**config.mk**
```make
export PLATFORM = sky130hd
export DESIGN_NAME = sensor_control_config_regs
export DESIGN_NICKNAME = d
export VERILOG_FILES = /design/src/hw/reset_key_tracker.v /design/src/hw/arm_mode_decode.v /design/src/hw/sensor_control_config_regs.v
export VERILOG_INCLUDE_DIRS = /design/src /design/src/shared
export SDC_FILE = /design/constraint.sdc
export NUM_CORES = 1
export LEC_CHECK = 0
export ABC_AREA = 1
export BUFFER_PORTS_ARGS = -buffer_cell sky130_fd_sc_hd__buf_2
export CAP_MARGIN = 20
export CORE_UTILIZATION = 53
export CTS_CLUSTER_DIAMETER = 80
export DETAILED_ROUTE_END_ITERATION = 8
export MAX_ROUTING_LAYER = met4
export PLACE_DENSITY = 0.95
export SLEW_MARGIN = 25
export SYNTH_ARGS = -nofsm -noshare
export SYNTH_HDL_FRONTEND = slang
export SYNTH_SLANG_ARGS = --single-unit
export TNS_END_PERCENT = 10
```
**constraint.sdc**
```tcl
create_clock -name sys_clk -period 3.05 [get_ports sys_clk]
set_input_delay 0.1525 -clock sys_clk [delete_from_list [all_inputs] [get_ports sys_clk]]
set_output_delay 0.1525 -clock sys_clk [all_outputs]
set_load 0.1 [all_outputs]
```
**src/shared/sensor_ctl_defines.vh**
```
// register offsets, field positions, reset values and codes of the control bank
`ifndef SENSOR_CTL_DEFINES_VH
`define SENSOR_CTL_DEFINES_VH

`define ADDR_DEVICE_CONTROL   8'h0A
`define ADDR_DEVICE_CONFIG    8'h0B

`define CTL_KEY_HI_BIT        7
`define CTL_KEY_LO_BIT        6
`define CTL_PHASE_MSB         5
`define CTL_PHASE_LSB         4
`define CTL_OVERRIDE_BIT      3

`define CFG_SOURCE_BIT        7
`define CFG_INIT_DONE_BIT     5
`define CFG_UNSIGNED_BIT      4
`define CFG_MONITOR_BIT       3
`define CFG_ARM_MSB           2

`define CTL_RESET_VALUE       8'h00
// held control bits 5..0 only; the key bits are never stored
`define CTL_HELD_RESET        6'h00
`define CFG_RESET_VALUE       8'h00
// writable config bits: bit 6 is reserved and stored as zero
`define CFG_WRITE_MASK        8'hBF

`define KEY_STEP1             2'b00
`define KEY_STEP2             2'b11
`define KEY_STEP3             2'b01

`define PHASE_START1          2'b00
`define PHASE_START2          2'b01
`define PHASE_START3          2'b10
`define PHASE_NORMAL          2'b11

`define ARM_HIZ               3'b000
`define ARM_PCM               3'b001
`define ARM_AVG_HI            3'b010
`define ARM_AVG_LO            3'b011
`define ARM_CNT_HI            3'b100
`define ARM_CNT_LO            3'b101
`define ARM_RAW_HI            3'b110
`define ARM_RAW_LO            3'b111

`endif

```
**src/hw/reset_key_tracker.v**
```verilog
// tracks the three-write software reset key sequence
`timescale 1ns/1ps
`default_nettype none
`include "sensor_ctl_defines.vh"

module reset_key_tracker (
  input  wire       sys_clk,
  input  wire       reset,
  input  wire       clkEn,
  input  wire       cmdValid,
  input  wire       ctlWrite,
  input  wire [1:0] keyBits,
  output reg        keyFire
);

  localparam [1:0] IDLE  = 2'd0;
  localparam [1:0] SEEN1 = 2'd1;
  localparam [1:0] SEEN2 = 2'd2;

  reg [1:0] state;
  reg [1:0] next_state;
  reg       next_keyFire;

  always @* begin
    next_state   = IDLE;
    next_keyFire = 1'b0;
    // any command other than the expected write restarts the sequence
    if (ctlWrite) begin
      case (state)
        IDLE:    next_state = (keyBits == `KEY_STEP1) ? SEEN1 : IDLE;
        SEEN1: begin
          if (keyBits == `KEY_STEP2) next_state = SEEN2;
          else if (keyBits == `KEY_STEP1) next_state = SEEN1;
          else next_state = IDLE;
        end
        SEEN2: begin
          if (keyBits == `KEY_STEP3) next_keyFire = 1'b1;
          else if (keyBits == `KEY_STEP1) next_state = SEEN1;
          else next_state = IDLE;
        end
        default: next_state = IDLE;
      endcase
    end
  end

  always @(posedge sys_clk) begin
    if (reset) begin
      state   <= IDLE;
      keyFire <= 1'b0;
    end else if (clkEn) begin
      keyFire <= next_keyFire;
      if (cmdValid) begin
        state <= next_state;
      end
    end
  end

endmodule // reset_key_tracker
`default_nettype wire

```
**src/hw/arm_mode_decode.v**
```verilog
// decodes the arming configuration code into pin behaviour
`timescale 1ns/1ps
`default_nettype none
`include "sensor_ctl_defines.vh"

module arm_mode_decode (
  input  wire [2:0] armCode,
  output reg        armPinEnable,
  output reg        armPcmMode,
  output reg        armAvgMode,
  output reg        armCountMode,
  output reg        armRawMode,
  output reg        armActiveLow
);

  always @* begin
    armPinEnable = 1'b1;
    armPcmMode   = 1'b0;
    armAvgMode   = 1'b0;
    armCountMode = 1'b0;
    armRawMode   = 1'b0;
    armActiveLow = armCode[0];
    case (armCode)
      `ARM_HIZ: begin
        armPinEnable = 1'b0;
        armActiveLow = 1'b0;
      end
      `ARM_PCM: begin
        armPcmMode   = 1'b1;
        armActiveLow = 1'b0;
      end
      `ARM_AVG_HI, `ARM_AVG_LO: armAvgMode   = 1'b1;
      `ARM_CNT_HI, `ARM_CNT_LO: armCountMode = 1'b1;
      `ARM_RAW_HI, `ARM_RAW_LO: armRawMode   = 1'b1;
      default: armPinEnable = 1'b0;
    endcase
  end

endmodule // arm_mode_decode
`default_nettype wire

```
**src/hw/sensor_control_config_regs.v**
```verilog
// control and configuration register bank of the dual-axis sensor
// Functional notes
// - reset fires on three control writes with keys 00, 11, then 01.
// - keys must be back-to-back commands; anything else abandons the sequence.
// - control write response shows zero keys and held bits 5..0.
// - control read returns zero keys and cancels the key sequence.
// - with init complete, bits 2..0 frozen; responses show last written.
// - phase writes accepted only when init clear and override enabled.
// - override holds phase code: start1, start2, start3 or normal.
// - override off resumes normal progression from the phase the override left.
// - after init complete, phase and override writes ignored, phase normal.
// - after init complete neither register is writable; control writes still feed the key tracker.
// - init complete clears only through a device reset.
// - writable-register check runs only while init complete is set.
// - init complete disables self test by masking both request inputs.
// - source select 0 sends offset-cancelled data, 1 sends raw data.
// - source select 0 forces the offset monitor on.
// - format bit 1 unsigned with zero-g at 512, 0 signed.
// - offset monitor enable bit turns the monitor on or off with source select 1.
// - three-bit arming code sets mode and polarity of the arming pin.
// - control at 0x0A: keys 7..6, phase 5..4, override 3, all reset 0.
`timescale 1ns/1ps
`default_nettype none
`include "sensor_ctl_defines.vh"

module sensor_control_config_regs (
  input  wire       sys_clk,
  input  wire       reset,
  input  wire       clkEn,
  input  wire       cmdValid,
  input  wire       cmdWrite,
  input  wire [7:0] cmdAddr,
  input  wire [7:0] cmdData,
  input  wire       phaseAdvance,
  input  wire       selftestXReq,
  input  wire       selftestYReq,
  output reg        rspValid,
  output reg  [7:0] rspData,
  output reg        rspHit,
  output wire       deviceReset,
  output reg  [1:0] offsetCancelPhase,
  output wire       crcCheckEnable,
  output wire       selftestXActive,
  output wire       selftestYActive,
  output wire       sendRawData,
  output wire       unsignedFormat,
  output wire       offsetMonitorOn,
  output wire       armPinEnable,
  output wire       armPcmMode,
  output wire       armAvgMode,
  output wire       armCountMode,
  output wire       armRawMode,
  output wire       armActiveLow
);

  // held control bits 5..0: phase, override enable, reserved 2..0
  reg  [5:0] ctlHeld;
  reg  [7:0] deviceConfig;
  reg        softReset;

  wire       ctlHit  = cmdValid && (cmdAddr == `ADDR_DEVICE_CONTROL);
  wire       cfgHit  = cmdValid && (cmdAddr == `ADDR_DEVICE_CONFIG);
  wire       ctlWr   = ctlHit && cmdWrite;
  wire       cfgWr   = cfgHit && cmdWrite;
  wire       initDone = deviceConfig[`CFG_INIT_DONE_BIT];
  wire       overrideEn = ctlHeld[`CTL_OVERRIDE_BIT];
  wire [1:0] heldPhase  = ctlHeld[`CTL_PHASE_MSB-:2];
  wire       keyFire;
  wire       localReset = reset || softReset;

  wire [1:0] keyBits = {cmdData[`CTL_KEY_HI_BIT], cmdData[`CTL_KEY_LO_BIT]};

  reset_key_tracker keyTracker (
    .sys_clk  (sys_clk),
    .reset    (localReset),
    .clkEn    (clkEn),
    .cmdValid (cmdValid),
    .ctlWrite (ctlWr),
    .keyBits  (keyBits),
    .keyFire  (keyFire)
  );

  assign deviceReset = softReset;

  // one-cycle soft reset pulse after the third key write
  always @(posedge sys_clk) begin
    if (reset) begin
      softReset <= 1'b0;
    end else if (clkEn) begin
      softReset <= keyFire;
    end
  end

  // control register: keys are never stored, they only feed the tracker
  always @(posedge sys_clk) begin
    if (localReset) begin
      ctlHeld <= `CTL_HELD_RESET;
    end else if (clkEn && ctlWr && !initDone) begin
      ctlHeld[`CTL_OVERRIDE_BIT] <= cmdData[`CTL_OVERRIDE_BIT];
      ctlHeld[2:0]               <= cmdData[2:0];
      // phase accepted only with override already enabled
      if (overrideEn) begin
        ctlHeld[`CTL_PHASE_MSB-:2] <= cmdData[`CTL_PHASE_MSB-:2];
      end
    end
  end

  // configuration register locks once init completes
  always @(posedge sys_clk) begin
    if (localReset) begin
      deviceConfig <= `CFG_RESET_VALUE;
    end else if (clkEn && cfgWr && !initDone) begin
      deviceConfig <= cmdData & `CFG_WRITE_MASK;
    end
  end

  // register response, answered the cycle after the command
  always @(posedge sys_clk) begin
    if (reset) begin
      rspValid <= 1'b0;
      rspData  <= 8'h00;
      rspHit   <= 1'b0;
    end else if (clkEn) begin
      rspValid <= cmdValid;
      rspHit   <= ctlHit || cfgHit;
      if (ctlHit) begin
        rspData <= {2'b00, ctlHeld};
      end else if (cfgHit) begin
        rspData <= deviceConfig;
      end else begin
        rspData <= 8'h00;
      end
    end
  end

  // offset cancellation phase sequencer
  always @(posedge sys_clk) begin
    if (localReset) begin
      offsetCancelPhase <= `PHASE_START1;
    end else if (clkEn) begin
      if (initDone) begin
        offsetCancelPhase <= `PHASE_NORMAL;
      end else if (overrideEn) begin
        offsetCancelPhase <= heldPhase;
      end else if (phaseAdvance &&
                   offsetCancelPhase != `PHASE_NORMAL) begin
        // progression continues from the phase left by the override
        offsetCancelPhase <= offsetCancelPhase + 2'd1;
      end
    end
  end

  assign crcCheckEnable  = initDone;
  assign selftestXActive = selftestXReq && !initDone;
  assign selftestYActive = selftestYReq && !initDone;
  assign sendRawData     = deviceConfig[`CFG_SOURCE_BIT];
  assign unsignedFormat  = deviceConfig[`CFG_UNSIGNED_BIT];
  assign offsetMonitorOn = deviceConfig[`CFG_MONITOR_BIT] ||
                           !deviceConfig[`CFG_SOURCE_BIT];

  arm_mode_decode armDecode (
    .armCode      (deviceConfig[`CFG_ARM_MSB:0]),
    .armPinEnable (armPinEnable),
    .armPcmMode   (armPcmMode),
    .armAvgMode   (armAvgMode),
    .armCountMode (armCountMode),
    .armRawMode   (armRawMode),
    .armActiveLow (armActiveLow)
  );

endmodule // sensor_control_config_regs
`default_nettype wire

```
* Yosys cells after proc, flatten, opt, wreduce, memory -nomap -nowiden
Index checks and enable logic that the tools add are counted.
Storage, ports and cells: input bits 24, bits in registers 29, logic and storage cells 71, output and inout bits 25
Cells by class: add/sub/neg operators 1, reduce and logical (&&, ||, !) cells 27, mux-type cells 19, eq/ne operators 14
Operator list (count):
- $eq 8x4->1 const B | 2
- $mux 8 | 2
- $eq 3x3->1 const B | 4
- $mux 2 | 6
- $logic_and 1x1->1 | 11
- $mux 1 | 10
- $reduce_or 2->1 | 4
- $eq 3x2->1 const B | 2
- $pmux 2 s3 | 1
- $reduce_and 2->1 | 3
- $eq 2x1->1 const B | 2
- $eq 2x2->1 const B | 2
- $logic_not 2->1 | 2
- $eq 3x1->1 const B | 1
- $logic_not 3->1 | 1
- $logic_or 1x1->1 | 3
- $reduce_bool 3->1 | 1
- $add 2x1->2 const B | 1
- $logic_not 1->1 | 2
- $ne 2x2->1 const B | 1

* Logic depth before layout (Yosys ltp)
Gate-level depths: netlist (run 1).
depth in word-level cells 6, depth in mapped cells 8, mapped depth without buffers 8

* Cells and area by module
Synthesis (run 1) repeated with hierarchy kept, for this count alone.
Unflattened totals: cell total of the unflattened synthesis 235, area, all modules 1458.9 sq um
By module, submodules not included:
- sensor_control_config_regs | area each 1256.2 sq um, instances 1, cells each 197
- reset_key_tracker | area each 157.7 sq um, instances 1, cells each 26
- arm_mode_decode | area each 45.0 sq um, instances 1, cells each 12

* Least setup slack after synthesis (run 1)
Ideal clock, no wire load.
path kind flip-flop to output port, start point register deviceConfig[0], end point output port armActiveLow, slack -0.842 ns, data arrival time 3.740 ns, data required time 2.897 ns, stages on the path, launching flop included 4, buffers on the path 0, cells stage by stage dfxtp_1 -> inv_1 -> nor3_1 -> nor2_1
On the way: longest elaborated chain between the ends 3, elaborated cells on any way between the ends 4, those cells by class eq/ne (1); mux (1); reduce/logical (2)
RTL lines:
- start, declared | RTL line sensor_control_config_regs.v:58 | reg [7:0] deviceConfig;
- start signal, assigned | RTL line sensor_control_config_regs.v:111 | deviceConfig <= `CFG_RESET_VALUE;
- start signal, assigned | RTL line sensor_control_config_regs.v:113 | deviceConfig <= cmdData & `CFG_WRITE_MASK;
- $eq 3x1->1 or $logic_not 3->1 (tied branches) | RTL line arm_mode_decode.v:23 | case (armCode)
- $reduce_or 2->1 (no line)
- $mux 1 * | RTL line arm_mode_decode.v:23
- end, declared | RTL line sensor_control_config_regs.v:53 | output wire armActiveLow
Mark *: on every way between the ends. The rest lies on a longest branch, timed or not.

* Final worst setup path (run 1)
start point register deviceConfig[0], end point output port armPcmMode
On the way: longest elaborated chain between the ends 2
RTL lines:
- $eq 3x1->1 | RTL line arm_mode_decode.v:23
- $mux 1 | RTL line arm_mode_decode.v:23
- end, declared | RTL line sensor_control_config_regs.v:49 | output wire armPcmMode,
No other way between the ends.

==> results of run 1 <==
[cells in the mapped netlist, types with 2 or more instances]
cell      n
buf_2     2
nor2_1   46
nand2_2   3
inv_1    34
nor2_2    3
a21oi_1  10
dfxtp_1  28
buf_4     2
o21ai_0   9
nand4_1   3
nand2_1  48
nor3_1    5
nand3_1  19
[layout make-up]
class                   count  share of cell area, %
inverters                  35                   7.72
repair buffers             47                   13.8
clock buffers               4                   2.13
multi-input cells         152                   41.2
flip-flops and latches     28                   32.9
well taps                  30                   2.21
[path summary, 6_finish.rpt]
kind	to	start	cells after the start	slack [ps]
max reg2reg	deviceConfig[5]	deviceConfig[5]	7	1670
min	ctlHeld[5]	cmdData[5]	3	60
max	armPcmMode	deviceConfig[0]	3	1500
min reg2reg	rspValid	rspValid	2	470
[power by group through the flow]
stage	logic, mW	clock network, mW	registers (mW)
floorplan	0.0599	0	0.445
detailed placement	0.149	0	0.390
global placement	0.147	0	0.390
global route	0.160	0.195	0.384
CTS	0.149	0.183	0.382
finish	0.149	0.177	0.382
[logic make-up after synthesis]
kind of cell / share of synthesized area [%]
fa+ha+maj: 0.878
simple gates: 40.8
buf+inv: 12.0
flops: 39.3
compound gates: 6.67
other cells: 0.263
[registers in the layout, indices dropped and copies added (netlist names)]
name                flops
keyTracker.state        2
keyTracker.keyFire      1
rspData                 7
deviceReset             1
deviceConfig            7
ctlHeld                 6
rspValid                1
rspHit                  1
offsetCancelPhase       2
[critical path: cells and delay by family (launching register included)]
| kind | cells | cell delay [ps] |
|---|---|---|
| buffers and inverters | 2 | 550 |
| flip-flops | 1 | 360 |
| AND/OR/NAND/NOR | 1 | 160 |
[per-layer routing]
metal / GRT usage, % / routed length (um) / vias up
met3: 5.65 / 237 / 6
met4: 6.14 / 41 / 0
met1: 28.0 / 1380 / 642
met2: 44.4 / 1580 / 57
li1: - / - / 761
met5: - / 0 / -
[through the flow]
stage	area, um2	setup slack, ps	instances	power (mW)	hold WS (ps)
detailed placement	1660	1450	292	0.539	402
global route	1700	1420	296	0.739	64.1
CTS	1700	1430	296	0.714	52.8
global placement	1660	1510	292	0.536	397
floorplan	1430	411	221	0.505	287
finish	1700	1500	296	0.709	57.7
==> flow_summary.toml, run 1 <==
[sta]
period_share_pct = 50.8
slew_violations = 0
skew_ps = 1.54
worst_slew_pin_slew_ps = 676
setup_viol = 0
period_needed_ps = 1550
rsz0062_at_grt = "no"
tns_ps = 0
fmax_mhz = 645
slew_headroom_pct = 54.9
hold_violations = 0

[logic_synthesis]
synth_area_leaders = "dfxtp_1, nand2_1, nor2_1"
yosysWarnings = 0
synth_edf_count = 0
yosysTopAreaCell = "dfxtp_1"
synthDistinctLibCells = 22
synth-seq-cells = 28
yosysTopAreaCellShare_pct = 39.3
syn_nets = 246
yosysSeqAreaShare_pct = 39.3
netlist_area_um2 = 1430
syn-mean-instance-area_um2 = 6.45
synth_cells = 221
yosys_most_used_dff = "dfxtp_1"
async_flop_share_pct = 0

[pwr]
cellLeakagePower_nw = 0.999
power_density_nw_per_um2 = 417
power.share.clock_pct = 25.0
netSwitchingPower_uw = 228
p_int_uw = 481
vdd_drop_max_mv = 0.400
sw_frac_of_total_pct = 32.2
pwr-share-comb_pct = 21.1
p_seq_share_pct = 53.9

[hold_path]
hp-class = "in2reg"

[placement]
io_buffers = 47
place_congestion = 0.782
hpwlAfterDp_mm = 2.35

[floorplanning]
die_width_um = 53.9
row_count = 18
die_area_um2 = 2900
coreArea_um2 = 2500
io_pins = 49
fp.dieH_um = 53.9
initial_core_util_pct = 57.0

[detailed_routing]
route.detailed.vias_per_inst = 4.95
wl_mm = 3.23
route.vias.total = 1466
ant_nets = 0
drt_iter0_drc = 31
drc = 0
first_pass_iters = 4
detail_route.wl_per_cell_um = 10.9

[cells_and_area]
layout_commonest_cell = "nand2_1"
layout-drive-gt1-share_pct = 24.1
finalNetCount = 292
diodes = 0
fillers = 224
final_util_pct = 68.1
multi_input_area_um2 = 701
final_cell_mix = "nand2_1, buf_2, nor2_1"
final-seq-area_um2 = 561
area_delta_synth_final_pct = 19.4

[cts]
cts_buffer_depth = 2
cts_root_buffer = "clkbuf_4"
clkTransAtPathRegs_ps = 140
cts_made_buffers = 3
cts_resized = 0
htreeDepth = 1
cts_tree = "yes"
cts.sinks = 28
holdBufCountCts = 0
insertion_delay_ps = 320
cts_setup_buffers = 0

[critical_path]
cp_max_fo = 4
start_kind = "register"
arrival_ps = 1400
path_class = "reg2out"
cp.required_ps = 2900
cp_slowest_stage_delay_ps = 460
cp-end-kind = "primary output"
crit_path_top_delay_cell = "buf_2"
cp_cell_sequence = "inv_1, nor3_2, buf_2"

[global_route]
grt_pass1_wl_mm = 5.11
grt.overflow.total = 0
first_global_vias = 1268
grt.total_usage_pct = 25.0
antenna_found_initial = 0
grt_max_degree = 22

[run]
cap_violations = 0

[status]
outcome = "complete, no violations"
(Power assumes the default switching activity.)
==> run 2, diff against run 1 <==
CORE_UTILIZATION = 44   (was 53)
PLACE_DENSITY = 0.85   (was 0.95)
clock period = 1.25 ns   (was 3.05 ns; I/O delays follow)
==> flow_summary.toml, run 2 (same netlist as run 1, synthesis figures left out) <==
[detailed_routing]
first_pass_iters = 4
ant_nets = 0
wl_mm = 3.44
route.detailed.vias_per_inst = 4.69
detail_route.wl_per_cell_um = 10.6
drc = 0
route.vias.total = 1518
drt_iter0_drc = 48

[placement]
place_ws_ps = 72.1
io_buffers = 47
place_congestion = 0.874
hpwlAfterDp_mm = 2.55
place_inst = 311

[critical_path]
crit_buf_inv = 1
crit_path_top_delay_cell = "dfxtp_4"
cp.required_ps = 1190
cp-end-kind = "primary output"
cp_max_fo = 4
cp_cell_sequence = "nor3_4, nor2_4, buf_12"
start_kind = "register"
r2r_cells = 7
cp_slowest_stage_delay_ps = 390
cp.depth = 3
path_class = "reg2out"
cp_top_family = "flip-flops"
arrival_ps = 1230

[global_route]
antenna_found_initial = 0
grt.overflow.total = 0
first_global_vias = 1301
grt.total_usage_pct = 21.8
grt_max_degree = 21
grt_pass1_wl_mm = 5.60

[run]
cap_violations = 0

[cts]
insertion_delay_ps = 330
cts_buffer_depth = 2
cts_root_buffer = "clkbuf_4"
cts.sinks = 28
clkTransAtPathRegs_ps = 150
htreeDepth = 1
cts_made_buffers = 3
cts_tree = "yes"

[floorplanning]
io_pins = 49
coreArea_um2 = 3050
initial_core_util_pct = 46.7
fp.dieH_um = 58.9
die_width_um = 58.9
row_count = 20
die_area_um2 = 3470

[pwr]
power_density_nw_per_um2 = 939
cellLeakagePower_nw = 1.10
vdd_drop_max_mv = 0.449

[cells_and_area]
final_cell_mix = "nand2_1, nor2_1, buf_2"
fillers = 255
finalNetCount = 306
stdcell_count = 324
reg.largest.list = "deviceConfig: 7 flops, rspData: 7 flops, ctlHeld: 6 flops"
diodes = 0
layout-drive-gt1-share_pct = 30.4
final_util_pct = 67.5
multi_input_area_um2 = 742
layout_commonest_cell = "nand2_1"
final-seq-area_um2 = 574
area_delta_synth_final_pct = 44.7

[sta]
skew_ps = 3.50
setup_viol = 2
period_share_pct = 103
hold_violations = 0
setup_ws_ps = -38.8
fmax_mhz = 776
hold_slack_ps = 12.4
slew_violations = 0
period_needed_ps = 1290
rsz0062_at_grt = "yes"
tns_ps = -68.2

[hold_path]
hp-class = "in2reg"
hold_depth = 3

[status]
violations = "setup timing"
outcome = "complete, but fails checks"
[run 2: changes by cell type in the layout (fill, tap and decap cells not counted), moves of 2 or more]
cell / delta
buf_2: -12
buf_12: +9
buf_4: +7
inv_2: +3
dfxtp_2: +5
dfxtp_1: -7
inv_1: -3
nor2_4: +3
dlygate4sd3_1: +8
dfxtp_4: +2
nor2_1: -4
[run 2: final timing paths]
kind              startpoint             endpoint  slack, ps
max          deviceConfig[1]         armActiveLow        -40
min                 cmdWrite  keyTracker.state[1]         10
max reg2reg  deviceConfig[5]           ctlHeld[5]        120
min reg2reg         rspValid             rspValid        480
[run 2: report_power, final]
part           internal [mW]  leakage, nW  total (mW)  switching [mW]
logic                  0.114        0.837       0.409           0.295
registers              0.914        0.232       0.929          0.0150
clock network          0.325       0.0279       0.599           0.275
[run 2: layout make-up]
class | instances | share of cell area [%]
timing repair buffer | 61 | 24.6
inverter | 35 | 6.37
sequential | 28 | 27.9
multi-input combinational | 152 | 36.0
clock inverter | 1 | 1.46
clock buffer | 3 | 1.09
tap | 44 | 2.67
[run 2: what timing repair did]
| action | CTS | global route |
|---|---|---|
| buffers inserted | 1 | 0 |
| pin swaps | 2 | 1 |
| hold endpoints to repair | 15 | 0 |
| resized for setup | 7 | 6 |
| endpoints found under the setup margin | 9 | 17 |
| hold buffers | 8 | 0 |
[run 2: layer usage]
metal  global-route usage [%]  wire length, um  up-vias
met4                     8.84               67        0
met3                     3.96              184       10
li1                         -                -      794
met1                     27.6             1560      667
met2                     34.4             1630       47
met5                        -                0        -
[run 2: worst reg2reg max path: cells and delay by family (launching register included)]
family                 cells  cell delay, ps
flip-flops                 1             360
AND/OR/NAND/NOR            5             540
buffers and inverters      2             180
[run 2: metrics by stage]
stage / total power [mW] / area (um2)
finish: 1.94 / 2060
floorplan: 1.24 / 1470
global placement: 1.33 / 1890
CTS: 1.95 / 2050
detailed placement: 1.34 / 1890
global route: 2.02 / 2060
==> run 3, diff against run 2 <==
RECOVER_POWER = 25   (was unset)
==> flow_summary.toml, run 3 (same netlist as run 1, synthesis figures left out) <==
[cts]
htreeDepth = 1
cts_tree = "yes"
cts_root_buffer = "clkbuf_4"
insertion_delay_ps = 330
clkTransAtPathRegs_ps = 150
cts_buffer_depth = 2
cts_made_buffers = 3
cts.sinks = 28

[global_route]
grt.total_usage_pct = 21.8
antenna_found_initial = 0
grt_pass1_wl_mm = 5.60
grt_max_degree = 21
first_global_vias = 1301
grt.overflow.total = 0

[cells_and_area]
layout-drive-gt1-share_pct = 30.0
final-seq-area_um2 = 574
finalNetCount = 306
final_cell_mix = "nand2_1, nor2_1, buf_2"
reg.largest.list = "deviceConfig: 7 flops, rspData: 7 flops, ctlHeld: 6 flops"
area_delta_synth_final_pct = 44.6
fillers = 253
diodes = 0
fin_area_um2 = 2060
multi_input_area_um2 = 742
layout_commonest_cell = "nand2_1"

[floorplanning]
coreArea_um2 = 3050
die_area_um2 = 3470
fp.dieH_um = 58.9
row_count = 20
io_pins = 49
initial_core_util_pct = 46.7
die_width_um = 58.9

[critical_path]
cp_cell_sequence = "nor3_4, nor2_4, buf_12"
arrival_ps = 1220
start_kind = "register"
crit_path_top_delay_cell = "dfxtp_4"
path_class = "reg2out"
cp.required_ps = 1190
cp_max_fo = 4
cp_slowest_stage_delay_ps = 390
cp-end-kind = "primary output"

[detailed_routing]
first_pass_iters = 4
wl_mm = 3.44
drc = 0
route.detailed.vias_per_inst = 4.68
route.vias.total = 1516
detail_route.wl_per_cell_um = 10.6
ant_nets = 0
drt_iter0_drc = 39

[sta]
fmax_mhz = 777
rsz0062_at_grt = "yes"
tns_ps = -65.3
setup_ws_ps = -37.3
period_share_pct = 103
hold_slack_ps = 12.7
hold_violations = 0
skew_ps = 4.28
slew_violations = 0
setup_viol = 2
period_needed_ps = 1290

[placement]
hpwlAfterDp_mm = 2.55
placed_area_um2 = 1890
place_congestion = 0.874
io_buffers = 47

[pwr]
cellLeakagePower_nw = 1.09
power_density_nw_per_um2 = 939
vdd_drop_max_mv = 0.447

[hold_path]
hp-class = "in2reg"

[status]
violations = "setup timing"
outcome = "complete, but fails checks"

[run]
cap_violations = 0
==> run 3: worst paths after layout <==
check                                startpoint                   to  slack [ps]  depth (start not counted)
worst max-delay path            deviceConfig[1]         armActiveLow         -40                          3
worst min-delay path                   cmdWrite  keyTracker.state[1]          10                          3
worst max register to register  deviceConfig[5]           ctlHeld[5]         130                          7
worst min register to register         rspValid             rspValid         480                          2
==> run 3: power by group <==
| part | leakage, nW | switching (mW) | internal, mW |
|---|---|---|---|
| clock network | 0.0279 | 0.273 | 0.324 |
| registers | 0.232 | 0.0151 | 0.914 |
| logic | 0.834 | 0.295 | 0.113 |
| total | 1.09 | 0.584 | 1.35 |
==> run 3: critical path, delay by kind of cell (launching register included) <==
kind / cells / cell delay, ps
flops: 1 / 390
simple gates: 2 / 340
buf+inv: 1 / 160
==> run 3: final cells by class <==
type / count / area share [%]
well taps: 44 / 2.67
clock buffers: 3 / 1.09
clock inverters: 1 / 1.46
multi-input cells: 152 / 36.0
repair buffers: 61 / 24.5
inverters: 35 / 6.38
flip-flops and latches: 28 / 27.9
==> run 3: routing by layer <==
metal	wire (um)	vias up	global-route usage, %
li1	-	794	-
met1	1550	664	27.6
met2	1650	48	34.4
met3	179	10	3.96
met4	67	0	8.84
met5	0	-	-
==> run 3: repair_timing <==
| action | CTS | global route |
|---|---|---|
| hold buffers | 8 | 0 |
| endpoints found under the hold margin | 15 | 0 |
| setup buffers | 1 | 0 |
| endpoints found under the setup margin | 9 | 17 |
| pin swaps | 2 | 1 |
| resized for setup | 7 | 6 |
==> run 3: through the flow <==
step           std cells  util (%)  worst slack [ps]  total power [mW]
2_1_floorplan        221         -              -376              1.24
3_3_place_gp         311      61.9               134              1.33
3_5_place_dp         311      61.9              72.1              1.34
4_1_cts              324      67.1             -54.8              1.95
5_1_grt              324      67.5              -112              2.02
6_report             324      67.5             -37.3              1.94
